==> src/design/adc_cfg_pkg.sv <==
// constants for the converter configuration register bank
// assumes a 16-bit register word behind an 8-bit serial address word
package adc_cfg_pkg;
    localparam int          ADDR_W  = 7;
    localparam int          DATA_W  = 16;
    localparam int          XFER_W  = 24;
    localparam logic [6:0]  REG_IF   = 7'h00;
    localparam logic [6:0]  REG_CORR = 7'h01;
    localparam logic [6:0]  REG_OVR  = 7'h02;
    localparam logic [6:0]  REG_RST  = 7'h03;
    localparam logic [6:0]  REG_SYNL = 7'h0e;
    localparam logic [6:0]  REG_SYNH = 7'h0f;
    localparam logic [6:0]  REG_TEMP = 7'h2b;
    localparam logic [6:0]  REG_SWR  = 7'h2c;
    localparam logic [6:0]  REG_SLP  = 7'h37;
    localparam logic [6:0]  REG_BIAS = 7'h38;
    localparam logic [6:0]  REG_DRV  = 7'h3a;
    localparam logic [6:0]  REG_PINS = 7'h66;
    // writable masks and reset values
    localparam logic [15:0] MSK_IF   = 16'hd000;
    localparam logic [15:0] MSK_CORR = 16'h800a;
    localparam logic [15:0] MSK_OVR  = 16'h0780;
    localparam logic [15:0] MSK_RST  = 16'h4b18;
    localparam logic [15:0] MSK_SYNL = 16'hfffc;
    localparam logic [15:0] MSK_SYNH = 16'hf070;
    localparam logic [15:0] MSK_SLP  = 16'hc000;
    localparam logic [15:0] MSK_BIAS = 16'hfff0;
    localparam logic [15:0] MSK_DRV  = 16'hfe1b;
    localparam logic [15:0] RST_OVR  = 16'h0780;
    localparam logic [15:0] RST_RST  = 16'h4b18;
    localparam logic [15:0] RST_SYNL = 16'haaa8;
    localparam logic [15:0] RST_SYNH = 16'ha000;
    localparam logic [15:0] RST_BIAS = 16'hffff;
    localparam logic [15:0] RST_DRV  = 16'h081b;
    localparam logic [15:0] RST_PINS = 16'hffff;
    localparam logic [15:0] FIX_BIAS = 16'h000f;
    localparam logic [15:0] SWR_KEY  = 16'hd2f0;
    // field positions
    localparam int B_WIRE4 = 15;
    localparam int B_DEC   = 14;
    localparam int B_PASS  = 12;
    localparam int B_ACOR  = 15;
    localparam int B_FMT   = 3;
    localparam int B_HOLD  = 14;
    localparam int B_FUSE  = 6;
    localparam int B_SYNB  = 5;
    localparam int B_SPIN  = 4;
    localparam int B_OCLK  = 4;
    localparam int B_SPOA  = 3;
    localparam int B_OVRB  = 1;
    localparam int B_SPOB  = 0;
    localparam int B_SYNO  = 13;
    localparam int OVR_LAT = 12;
    typedef enum logic [1:0] {
        SYNC_OFF     = 2'b00,
        SYNC_ONESHOT = 2'b01,
        SYNC_PINS    = 2'b10,
        SYNC_BAD     = 2'b11
    } sync_mode_t;
endpackage

==> src/design/adc_config_register_bank.sv <==
// serial configuration register bank of a single-channel converter
// assumes serial pins are asynchronous and sampled by clock_i; the
// serial clock is far slower than clock_i (bench period 160 ns)
// Summary of operation
// (RULE1) reg 0 bit 15: 0 shared data pin, 1 separate output pin
// (RULE2) reg 0 bit 14 enables by-two decimation filter
// (RULE3) reg 0 bit 12 picks high-pass, only with decimation enabled
// (RULE4) reg 1 bit 15 turns auto-correction loop on
// (RULE5) reg 1 bit 3: 0 two's complement, 1 offset binary
// (RULE6) host sets reg 1 bit 1 for best performance
// (RULE7) reg 2 bits 10-7 over-range threshold, reset all ones
// (RULE8) over-range flag rises 12 output clocks after crossing; code raises it 13 clocks after the crossing
// (RULE9) reg 3 bit 14 high holds correction, low starts loop
// (RULE10) host keeps reg 3 bits 11,9,8,4,3 at one
// (RULE11) regs E/F four-bit patterns choose sync source; code decodes only reg F bits 15-12, reg E is never decoded
// (RULE12) reg F bits 6-4 choose reference voltage or external
// (RULE13) reg 2B bits 8-0 read temperature, writes ignored
// (RULE14) key written to reg 2C resets all registers, self clears
// (RULE15) reg 37 bits 15-14 sleep mode, only while enable low
// (RULE16) reg 38 performance field all ones, bits 3-0 read one
// (RULE17) reg 38 bit 6 enables fuse bias
// (RULE18) reg 38 bits 5,4 enable sync and spare input buffers
// (RULE19) reg 3A drive current code with matching range bits
// (RULE20) reg 3A bits 10-9 choose output termination
// (RULE21) reg 3A bits 4,3,1,0 enable output buffers
// (RULE22) reg 66 enables each output pin pair, reset all ones
// (RULE23) transfer: 8-bit address word then 16-bit data word
// (RULE24) first serial edge after select falls takes read flag
// (RULE25) fixed-zero bits read back as zero
`timescale 1ns/1ps
`default_nettype none
module adc_config_register_bank
    import adc_cfg_pkg::*;
#(
    parameter int TEMP_W = 9
) (
    input  wire logic              clock_i,
    input  wire logic              sys_rst_i,
    input  wire logic              reset_pin_n_i,
    input  wire logic              serial_select_n_i,
    input  wire logic              serial_clk_i,
    input  wire logic              serial_data_i,
    output logic                   serial_data_o,
    output logic                   serial_data_oe_o,
    output logic                   serial_out_pin_o,
    output logic                   serial_out_pin_oe_o,
    input  wire logic              chip_enable_i,
    input  wire logic [TEMP_W-1:0] temp_value_i,
    input  wire logic [3:0]        level_i,
    output logic                   overload_flag_o,
    output logic                   decim_on_o,
    output logic                   filter_pass_sel_o,
    output logic                   autocorrect_on_o,
    output logic                   offset_binary_o,
    output logic                   perf_setting_one_o,
    output logic [3:0]             ovr_threshold_o,
    output logic                   correction_hold_restart_o,
    output logic [1:0]             sync_mode_o,
    output logic [2:0]             ref_select_o,
    output logic                   ref_external_o,
    output logic [1:0]             sleep_mode_o,
    output logic                   fuse_bias_on_o,
    output logic                   sync_buffer_on_o,
    output logic                   spare_input_buffer_on_o,
    output logic [2:0]             drive_current_o,
    output logic [1:0]             driver_range_sel_o,
    output logic [1:0]             termination_o,
    output logic                   out_clock_buffer_on_o,
    output logic                   spare_output_buffer_on_a_o,
    output logic                   overload_buffer_on_o,
    output logic                   spare_output_buffer_on_b_o,
    output logic [15:0]            pin_enables_o
);
    // two-flop synchronisers; stage one read only by stage two
    logic [4:0] sync_a;
    logic [4:0] sync_b;
    logic       clk_d;
    logic       sel_d;
    always_ff @(posedge clock_i) begin
        sync_a <= {reset_pin_n_i, serial_select_n_i, serial_clk_i,
                   serial_data_i, chip_enable_i};
        sync_b <= sync_a;
        clk_d  <= sync_b[2];
        sel_d  <= sync_b[3];
    end
    wire logic rstpin_n = sync_b[4];
    wire logic sel_n    = sync_b[3];
    wire logic sclk     = sync_b[2];
    wire logic sdata    = sync_b[1];
    wire logic enable   = sync_b[0];
    wire logic rise     = sclk & ~clk_d;
    wire logic fall     = ~sclk & clk_d;
    wire logic sel_fall = ~sel_n & sel_d;

    // registers
    logic [15:0] r_if, r_corr, r_ovr, r_rst, r_synl, r_synh;
    logic [15:0] r_slp, r_bias, r_drv, r_pins;
    logic [4:0]  bitcnt;
    logic [23:0] shreg;
    logic        rd_req;
    logic [15:0] rd_word;
    logic        wr_stb;
    logic [15:0] shout;
    logic        driving;

    // register read mux, fixed bits shown
    function automatic logic [15:0] read_reg(input logic [6:0] a);
        logic [15:0] v;
        v = 16'h0000;
        unique case (a)
            REG_IF:   v = r_if;
            REG_CORR: v = r_corr;
            REG_OVR:  v = r_ovr;
            REG_RST:  v = r_rst;
            REG_SYNL: v = r_synl;
            REG_SYNH: v = r_synh;
            REG_TEMP: v = 16'(temp_value_i); // RULE13
            REG_SLP:  v = r_slp;
            REG_BIAS: v = r_bias | FIX_BIAS; // RULE16
            REG_DRV:  v = r_drv;
            REG_PINS: v = r_pins;
            default:  v = 16'h0000; // RULE25
        endcase
        return v;
    endfunction

    // serial shifter: bit counter restarts on select fall
    always_ff @(posedge clock_i) begin
        wr_stb <= 1'b0;
        if (sys_rst_i || sel_n) begin
            bitcnt <= 5'h00;
            rd_req <= 1'b0;
        end else if (rise && bitcnt < 5'(XFER_W)) begin
            shreg  <= {shreg[22:0], sdata}; // RULE23
            bitcnt <= bitcnt + 5'h01;
            if (bitcnt == 5'h00)
                rd_req <= sdata; // RULE24
            if (bitcnt == 5'(XFER_W - 1) && !rd_req)
                wr_stb <= 1'b1;
        end
        if (sel_fall)
            bitcnt <= 5'h00;
    end
    wire logic [6:0]  wa = shreg[22:16];
    wire logic [15:0] wd = shreg[15:0];

    // read data: loaded after the address word, shifted on falling edge
    always_ff @(posedge clock_i) begin
        if (sys_rst_i || sel_n) begin
            shout   <= 16'h0000;
            driving <= 1'b0;
        end else if (rd_req && bitcnt == 5'h08 && !driving) begin
            shout   <= read_reg(shreg[6:0]);
            driving <= 1'b1;
        end else if (driving && fall && bitcnt > 5'h08) begin
            shout <= {shout[14:0], 1'b0};
        end
    end
    always_ff @(posedge clock_i) begin
        if (sys_rst_i) begin
            serial_data_o       <= 1'b0;
            serial_data_oe_o    <= 1'b0;
            serial_out_pin_o    <= 1'b0;
            serial_out_pin_oe_o <= 1'b0;
        end else begin
            serial_data_o       <= shout[15];
            serial_out_pin_o    <= shout[15];
            serial_data_oe_o    <= driving & ~r_if[B_WIRE4]; // RULE1
            serial_out_pin_oe_o <= driving & r_if[B_WIRE4]; // RULE1
        end
    end

    // register writes; key or reset pin restores defaults
    wire logic swr = wr_stb && wa == REG_SWR && wd == SWR_KEY; // RULE14
    always_ff @(posedge clock_i) begin
        if (sys_rst_i || !rstpin_n || swr) begin
            r_if   <= 16'h0000;
            r_corr <= 16'h0000;
            r_ovr  <= RST_OVR; // RULE7
            r_rst  <= RST_RST; // RULE9
            r_synl <= RST_SYNL; // RULE11
            r_synh <= RST_SYNH;
            r_slp  <= 16'h0000;
            r_bias <= RST_BIAS; // RULE16
            r_drv  <= RST_DRV;
            r_pins <= RST_PINS; // RULE22
        end else if (wr_stb) begin
            unique case (wa)
                REG_IF:   r_if   <= wd & MSK_IF;
                REG_CORR: r_corr <= wd & MSK_CORR;
                REG_OVR:  r_ovr  <= wd & MSK_OVR;
                REG_RST:  r_rst  <= wd & MSK_RST;
                REG_SYNL: r_synl <= wd & MSK_SYNL;
                REG_SYNH: r_synh <= wd & MSK_SYNH;
                REG_SLP:  r_slp  <= wd & MSK_SLP;
                REG_BIAS: r_bias <= wd & MSK_BIAS;
                REG_DRV:  r_drv  <= wd & MSK_DRV;
                REG_PINS: r_pins <= wd;
                default:  ; // key register holds nothing
            endcase
        end
    end

    // sync mode from pattern in high nibble of reg F
    function automatic logic [1:0] sync_dec(input logic [3:0] p);
        unique case (p)
            4'h0:    return SYNC_OFF;
            4'h5:    return SYNC_ONESHOT;
            4'ha:    return SYNC_PINS;
            default: return SYNC_BAD;
        endcase
    endfunction

    // over-range pipe, 13 clocks from crossing to flag
    logic [OVR_LAT-1:0] ovr_pipe;
    always_ff @(posedge clock_i) begin
        if (sys_rst_i)
            ovr_pipe <= '0;
        else
            ovr_pipe <= {ovr_pipe[OVR_LAT-2:0],
                         level_i > r_ovr[10:7]}; // RULE8
    end

    // decoded control outputs, all registered
    always_ff @(posedge clock_i) begin
        if (sys_rst_i) begin
            overload_flag_o            <= 1'b0;
            decim_on_o                 <= 1'b0;
            filter_pass_sel_o          <= 1'b0;
            autocorrect_on_o           <= 1'b0;
            offset_binary_o            <= 1'b0;
            perf_setting_one_o         <= 1'b0;
            ovr_threshold_o            <= 4'hf;
            correction_hold_restart_o  <= 1'b1;
            sync_mode_o                <= SYNC_PINS;
            ref_select_o               <= 3'h0;
            ref_external_o             <= 1'b0;
            sleep_mode_o               <= 2'h0;
            fuse_bias_on_o             <= 1'b1;
            sync_buffer_on_o           <= 1'b1;
            spare_input_buffer_on_o    <= 1'b1;
            drive_current_o            <= 3'h0;
            driver_range_sel_o         <= 2'h1;
            termination_o              <= 2'h0;
            out_clock_buffer_on_o      <= 1'b1;
            spare_output_buffer_on_a_o <= 1'b1;
            overload_buffer_on_o       <= 1'b1;
            spare_output_buffer_on_b_o <= 1'b1;
            pin_enables_o              <= 16'hffff;
        end else begin
            overload_flag_o    <= ovr_pipe[OVR_LAT-1]; // RULE8
            decim_on_o         <= r_if[B_DEC]; // RULE2
            // pass selection ignored without decimation
            filter_pass_sel_o  <= r_if[B_DEC] & r_if[B_PASS]; // RULE3
            autocorrect_on_o   <= r_corr[B_ACOR]; // RULE4
            offset_binary_o    <= r_corr[B_FMT]; // RULE5
            perf_setting_one_o <= r_corr[1];
            ovr_threshold_o    <= r_ovr[10:7]; // RULE7
            correction_hold_restart_o <= r_rst[B_HOLD]; // RULE9
            sync_mode_o        <= sync_dec(r_synh[15:12]); // RULE11
            ref_select_o       <= r_synh[6:4]; // RULE12
            ref_external_o     <= r_synh[6:4] > 3'h4; // RULE12
            // sleep only takes hold while enable pin low
            sleep_mode_o <= enable ? 2'h0 : r_slp[15:14]; // RULE15
            fuse_bias_on_o          <= r_bias[B_FUSE]; // RULE17
            sync_buffer_on_o        <= r_bias[B_SYNB]; // RULE18
            spare_input_buffer_on_o <= r_bias[B_SPIN]; // RULE18
            drive_current_o         <= r_drv[15:13]; // RULE19
            driver_range_sel_o      <= r_drv[12:11]; // RULE19
            termination_o           <= r_drv[10:9]; // RULE20
            out_clock_buffer_on_o      <= r_drv[B_OCLK]; // RULE21
            spare_output_buffer_on_a_o <= r_drv[B_SPOA]; // RULE21
            overload_buffer_on_o       <= r_drv[B_OVRB]; // RULE21
            spare_output_buffer_on_b_o <= r_drv[B_SPOB]; // RULE21
            pin_enables_o              <= r_pins; // RULE22
        end
    end

    // checks
    ovr_latency_a: assert property (@(posedge clock_i)
        disable iff (sys_rst_i) ovr_pipe[0] |-> ##12 overload_flag_o) // RULE8
        else $error("overload flag latency wrong");
    pass_gate_a: assert property (@(posedge clock_i)
        disable iff (sys_rst_i) filter_pass_sel_o |-> $past(r_if[B_DEC]))
        else $error("pass selection without decimation"); // RULE3
    swreset_a: assert property (@(posedge clock_i)
        disable iff (sys_rst_i) swr |=> r_ovr == RST_OVR && r_pins == RST_PINS)
        else $error("software reset missed"); // RULE14
    oe_excl_a: assert property (@(posedge clock_i)
        disable iff (sys_rst_i) !(serial_data_oe_o && serial_out_pin_oe_o))
        else $error("both data pins driven"); // RULE1
    sleep_gate_a: assert property (@(posedge clock_i)
        disable iff (sys_rst_i) $past(enable) |-> sleep_mode_o == 2'h0)
        else $error("sleep while enabled"); // RULE15
    bias_low_a: assert property (@(posedge clock_i)
        disable iff (sys_rst_i)
        (read_reg(REG_BIAS) & FIX_BIAS) == FIX_BIAS)
        else $error("bias register low bits not one"); // RULE16
    zero_bits_a: assert property (@(posedge clock_i)
        disable iff (sys_rst_i) (r_if & ~MSK_IF) == 16'h0000)
        else $error("fixed zero bit set"); // RULE25
    ref_ext_a: assert property (@(posedge clock_i)
        disable iff (sys_rst_i)
        ref_external_o |-> ref_select_o > 3'h4)
        else $error("external reference flag wrong"); // RULE12
    cov_write_c: cover property (@(posedge clock_i) wr_stb);
    cov_read_c: cover property (@(posedge clock_i) driving);
    cov_swr_c: cover property (@(posedge clock_i) swr);
    cov_ovr_c: cover property (@(posedge clock_i) overload_flag_o);
endmodule
`default_nettype wire

==> config.mk <==
export PLATFORM = sky130hd
export DESIGN_NAME = adc_config_register_bank
export DESIGN_NICKNAME = d
export VERILOG_FILES = /design/src/design/adc_cfg_pkg.sv /design/src/design/adc_config_register_bank.sv
export SDC_FILE = /design/constraint.sdc
export NUM_CORES = 1
export LEC_CHECK = 0
export ABC_AREA = 1
export CORE_ASPECT_RATIO = 1.5
export CORE_MARGIN = 10
export CORE_UTILIZATION = 60
export CTS_CLUSTER_SIZE = 24
export DETAILED_ROUTE_END_ITERATION = 16
export DONT_BUFFER_PORTS = 1
export MAX_ROUTING_LAYER = met4
export PLACE_DENSITY_LB_ADDON = 0.08
export RECOVER_POWER = 50
export SETUP_SLACK_MARGIN = 0.1
export SYNTH_ARGS = -nofsm -noshare
export SYNTH_HDL_FRONTEND = slang
export SYNTH_SLANG_ARGS = --single-unit
==> constraint.sdc <==
create_clock -name clock_i -period 3.4 [get_ports clock_i]
set_input_delay 0.34 -clock clock_i [delete_from_list [all_inputs] [get_ports clock_i]]
set_output_delay 0.34 -clock clock_i [all_outputs]
set_load 0.01 [all_outputs]
# Word level (Yosys, flattened, before mapping)
# Cells that the tools add are included.
# word_totals
input_bits,20
register_bits,205
word_cells,128
# op_classes
magnitude_cmp,4
muxes,5
eq_ne,25
bitwise_logic,12
reduce_logical,34
n_addsub,1
# ops
op,n
16-bit case mux with 11 select lines,1
"7-bit by 6-bit == test with 1-bit output, second input constant",8
16-bit two-way mux,2
"7-bit by 2-bit == test with 1-bit output, second input constant",4
"7-bit by 4-bit == test with 1-bit output, second input constant",4
2-bit AND reduction,12
"16-bit == test, second input constant",1
"7-bit by 1-bit == test with 1-bit output, second input constant",2
"7-bit == test, second input constant",2
7-bit logical NOT,2
1-bit logical AND,8
1-bit bitwise AND,6
1-bit NOT,6
2-bit case mux with 3 select lines,1
2-bit OR reduction,3
"5-bit by 1-bit adder with 5-bit output, second input constant",1
"5-bit by 4-bit == test with 1-bit output, second input constant",1
"5-bit == test, second input constant",1
"5-bit by 4-bit > comparator with 1-bit output, second input constant",1
5-bit logical NOT,1
"5-bit less-than comparator, second input constant",1
"4-bit by 3-bit == test with 1-bit output, second input constant",1
"4-bit == test, second input constant",1
4-bit > comparator,1
other kinds (6),10

# Depth between registers and ports, before layout
# depth
ltp_word,6
mapped_depth,12

# Worst setup path before layout
# Ideal clock, no wire load.
# synth_timing
kind,input port to flip-flop
startpoint,in sys_rst_i
endpoint,"reg shreg[0], enable pin"
setup_time_ns,0.403
arrival_ns,1.911
required_time_ns,2.997
stages,4
path_slack_ns,1.086
cell_sequence,clkbuf_1 -> nor2_1 -> inv_1 -> nor2_1
# synth_via
elab_chain_len,3
# synth_lines
element,line,text
from (decl),adc_config_register_bank.sv:38,"input wire logic sys_rst_i,"
1-bit logical OR,adc_config_register_bank.sv:130,if (sys_rst_i || sel_n) begin
1-bit NOT (no line),-,
2-bit AND reduction (no line),-,
to (signal assigned),adc_config_register_bank.sv:134,"shreg <= {shreg[22:0], sdata};"
to (decl),adc_config_register_bank.sv:99,logic [23:0] shreg;
# No other way between the ends.
# A chain may end at the register's enable or synchronous reset.

# Worst setup path in the final report
# layout_timing
startpoint,reg shreg[22]
endpoint,reg r_synl[3]
# layout_via
elab_chain_len,4
word_cells_on_any_way,6
classes_between,2 x eq/ne; 4 x reduce/logical
# layout_lines
element,line,text
7-bit by 6-bit == test with 1-bit output,adc_config_register_bank.sv:174,wire logic swr = wr_stb && wa == REG_SWR && wd == SWR_KEY;
1-bit logical AND (2 in series),adc_config_register_bank.sv:174,
1-bit logical OR,adc_config_register_bank.sv:176,if (sys_rst_i || !rstpin_n || swr) begin
to (signal assigned),adc_config_register_bank.sv:193,REG_SYNL: r_synl <= wd & MSK_SYNL;
to (decl),adc_config_register_bank.sv:96,"logic [15:0] r_if, r_corr, r_ovr, r_rst, r_synl, r_synh;"
# Several ways; a longest one is shown, not always the timed one.

==> Flow_metrics.wiki <==
{| class="wikitable"
! Metric !! Value
|-
| Status || complete, no violations
|-
| Distinct cell type count of the synthesized netlist || 40
|-
| WP buf/inv || 1
|-
| Switch Pwr || between 0.0009 and 0.001 W
|-
| Standard-cell rows || between 50 and 60
|-
| Detailed-placement wirelength estimate || around 15 mm
|-
| Overall routed net length || 21.3 mm
|-
| Routed Antenna Nets || 0
|-
| Diodes inserted || 0
|-
| Flops & latches, synth || roughly 200
|-
| Fraction of power spent switching nets || about a fifth
|-
| CP startpoint kind || flop
|-
| Tightest Pin Transition || about 0.84 ns
|-
| Post-synth ARST share || 0%
|-
| Relative contribution of the clock network to total power || about 47%
|-
| Drc violations || 0
|-
| Slowest CP cell || sky130_fd_sc_hd__nand2_1
|-
| Unrepaired setup endpoints after global routing || no
|-
| Via count of the first global-routing pass || around 6000
|-
| Final Critical Period || roughly 2.3 ns
|-
| Core box area || 0.0130 mm2
|-
| Crit path required time || 3.72 ns
|-
| Internal power consumption || 0.00375 W
|-
| Leakage power figure || between 3 and 4 nW
|-
| Clock tree from TritonCTS || built
|-
| Via count || ~6600
|-
| Antenna violations before repair || 0
|-
| Level count of the clock H-tree || 1
|-
| Capture point of the worst path || r_synl[3]$_SDFFE_PP1P_
|-
| Crit Path Class || flop to flop
|-
| Cell family with most CP delay || simple AND/OR/NAND/NOR gates
|-
| Nets || between 900 and 1000
|-
| Reg clk slew, reported paths || roughly 0.060 ns
|-
| Height of the die || around 160 um
|-
| Delay of the slowest cell on the worst path || between 0.6 and 0.7 ns
|-
| Maximum Capacitance Violations || 0
|-
| Top FF cell, synth || sky130_fd_sc_hd__dfxtp_1
|-
| Post-synthesis net count || approximately 970
|-
| Maximum vdd drop || around 0.46 mV
|-
| Final count of hold timing violations || 0
|-
| Cell-by-cell listing of the critical path || inv_1 > nand3_1 > nor2_2 > nand2_1 > nand2_1 > o2111ai_1
|-
| Effective utilization at floorplan || 61.3%
|-
| Post-synthesis sequential area ratio || a little over half
|-
| Relative contribution of sequential cells to total power || approximately 51%
|-
| Worst-case clock buffer depth || 3
|-
| Post-route setup TNS || 0 ns
|-
| Classification of the worst-slack hold path || input port to flop
|-
| Largest net degree at the start of global routing || 53
|-
| Worst r2r src || shreg[22]$_DFFE_PP_
|-
| Count of final setup violators || 0
|-
| Area of all placed cells without fillers || ~0.0087 mm2
|-
| Largest fanout on the critical path || 21
|-
| Capturing element type of the critical path || flop
|-
| Cell area after synthesis || between 0.007 and 0.008 mm2
|-
| Total routing usage reported by global routing || around a quarter
|-
| Global placement routability congestion || roughly 0.99
|-
| Number of sinks driven by the clock tree || roughly 200
|-
| Clock Latency Late Sink || about 0.49 ns
|-
| Total of warnings raised by yosys || 0
|-
| Total power per unit cell area || 543 mW/mm2
|-
| Remaining global-route overflow || 0
|-
| Max frequency || about 0.44 GHz
|-
| Number of synthesized flops with an enable pin || 23
|-
| Num CTS Buffers || 19
|-
| First-pass iteration count of the detailed router || 5
|-
| Period utilization || between 60 and 70%
|-
| Critical Path Stages || 6
|-
| Post-Route Skew || about 0.010 ns
|-
| Reg-to-Reg End || r_synl[3]$_SDFFE_PP1P_
|-
| Placed Instance Area || around 0.008 mm2
|-
| Launch point of the critical path || shreg[22]$_DFFE_PP_
|-
| Combinational share of power || around 1.7%
|-
| Number of vias per cell || between 5 and 6
|-
| DRT iter0 DRCs || ~750
|-
| DIE WIDTH || 114 um
|-
| Routed WL per cell || between 15 and 20 um
|-
| Full die area || 0.0184 mm2
|-
| Layout overhead on the synthesized area || 8.55%
|-
| First-pass GRT wire length || ~34 mm
|-
| Layout cells sized above 1 || roughly a tenth
|-
| Data arrival time of the critical path || around 2.6 ns
|-
| Flop-to-flop setup slack || about 1.1 ns
|-
| Count of buffers inserted at the top-level ports || 0
|-
| Clk root buf || sky130_fd_sc_hd__clkbuf_16
|-
| Path depth of the worst reg2reg path || 6
|-
| Number of top-level design ports || 73
|-
| Avg Cell Area, Syn || about 8.4 um2
|-
| Synth Instances || about 950
|-
| Max-slew violation count || 0
|-
| Slew margin rel. || between 40 and 50%
|-
| Most repeated library cell on the critical path || sky130_fd_sc_hd__nand2_1
|}
-- power groups by stage --
stage          Clock [W]  Combinational (W)  Sequential, W
2_1_floorplan          0          0.0000550        0.00247
4_1_cts          0.00222          0.0000795        0.00242
3_5_place_dp           0          0.0000633        0.00247
3_3_place_gp           0          0.0000615        0.00247
5_1_grt          0.00234          0.0000876        0.00242
6_report         0.00220          0.0000799        0.00242
-- per-layer routing --
layer | vias up | track usage [%] | share of wire, %
met5 | - | - | 0
met4 | 0 | 13.1 | 5.5
met3 | 69 | 4.19 | 7.1
met2 | 286 | 35.6 | 48
met1 | 3074 | 28.2 | 40
li1 | 3121 | - | -
-- worst min path at each step --
stage                                    end  depth (start not counted)              start  slack (ns)
2_1_floorplan              sync_b[0]$_DFF_P_                          0  sync_a[0]$_DFF_P_        0.31
4_1_cts        ovr_threshold_o[1]$_SDFF_PP1_                          2          sys_rst_i        0.09
3_5_place_dp               sync_b[3]$_DFF_P_                          0  sync_a[3]$_DFF_P_        0.31
6_report         pin_enables_o[0]$_SDFF_PP1_                          2          sys_rst_i         0.1
5_1_grt          pin_enables_o[2]$_SDFF_PP1_                          2          sys_rst_i        0.12
3_3_place_gp               sync_b[3]$_DFF_P_                          0  sync_a[3]$_DFF_P_        0.31
-- metrics by stage --
step	total power [W]	utilization, %	std cells	hold slack [ns]	setup WS (ns)
after floorplan	0.00252	-	946	0.310	1.09
after global placement	0.00253	61.0	1064	0.310	1.24
after detailed placement	0.00253	61.0	1064	0.313	1.24
after CTS	0.00472	66.5	1103	0.0942	1.14
after global routing	0.00484	66.5	1103	0.117	0.952
final	0.00470	66.5	1103	0.0981	1.12
-- registers in the layout, indices dropped and copies added (netlist names), 3 cells and up --
signal and count:
ovr_pipe 12, pin_enables_o 16, r_if 3, sync_a 5, shreg 23, r_synh 7
r_synl 14, ref_select_o 3, r_ovr 4, drive_current_o 3, ovr_threshold_o 4, r_pins 16
bitcnt 5, r_rst 6, r_corr 3, r_drv 11, shout 16, sync_b 5
r_bias 12
-- placed cells by master, fill, tap and decap left out, drive strengths merged --
master / instances
buf: 8
edfxtp: 23
dfxtp: 178
clkbuf: 25
nand3b: 1
nand3: 117
o2111ai: 46
nor2: 97
bufinv: 3
inv: 102
a21oi: 43
nor3: 11
and3: 1
nor3b: 2
o21a: 1
nand4: 16
ha: 6
o21ai: 41
and2: 3
nand2: 180
or2: 24
nor4: 3
o21bai: 1
clkinv: 7
dlygate4sd3: 5
-- area by class of cell --
| cell class | instances | area [um2] |
|---|---|---|
| Clock buffer | 25 | 528 |
| Clock inverter | 8 | 119 |
| Inverter | 104 | 392 |
| Multi-Input combinational cell | 593 | 3040 |
| Timing Repair Buffer | 13 | 123 |
| Fill cell | 1127 | 4360 |
| Tap cell | 159 | 199 |
| Sequential cell | 201 | 4250 |
-- kinds of logic after synthesis --
kind of cell	Yosys count	share of synthesized area, %
AO/OA/AOI/OAI	132	10.7
adder cells (fa/ha/maj)	6	0.941
flip-flops	201	53.3
buffers and inverters	152	8.56
AND/OR/NAND/NOR	455	26.5
-- cells in the mapped netlist (8+ instances only) --
| cell | instances | area share (%) |
|---|---|---|
| sky130_fd_sc_hd__buf_2 | 14 | 0.88 |
| sky130_fd_sc_hd__nand2_1 | 174 | 8.2 |
| sky130_fd_sc_hd__or2_2 | 22 | 1.7 |
| sky130_fd_sc_hd__clkbuf_1 | 14 | 0.66 |
| sky130_fd_sc_hd__a21oi_1 | 43 | 2.7 |
| sky130_fd_sc_hd__edfxtp_1 | 23 | 8.7 |
| sky130_fd_sc_hd__o2111ai_1 | 44 | 4.8 |
| sky130_fd_sc_hd__dfxtp_1 | 178 | 45 |
| sky130_fd_sc_hd__nor3_1 | 8 | 0.50 |
| sky130_fd_sc_hd__o21ai_1 | 10 | 0.63 |
| sky130_fd_sc_hd__o21ai_0 | 31 | 1.9 |
| sky130_fd_sc_hd__nor2_1 | 88 | 4.1 |
| sky130_fd_sc_hd__nand3_1 | 114 | 7.2 |
| sky130_fd_sc_hd__nand4_1 | 16 | 1.3 |
| sky130_fd_sc_hd__inv_1 | 97 | 4.6 |
| sky130_fd_sc_hd__buf_4 | 11 | 1.0 |
-- repair_timing --
item / CTS / global route
gates resized for setup: 0 / 0
hold buffers: 6 / 0
setup buffers: 0 / 0
setup endpoints to repair: 0 / 0
hold endpoints to repair: 57 / 0
-- worst reg2reg max path: stages, from the launching register on --
cell and delay [ns]:
sky130_fd_sc_hd__edfxtp_1 0.43, sky130_fd_sc_hd__inv_1 0.10, sky130_fd_sc_hd__nand3_1 0.13, sky130_fd_sc_hd__nor2_2 0.45, sky130_fd_sc_hd__nand2_1 0.61, sky130_fd_sc_hd__nand2_1 0.25
sky130_fd_sc_hd__o2111ai_1 0.15
Note: power is estimated with default switching activity, not from simulation.
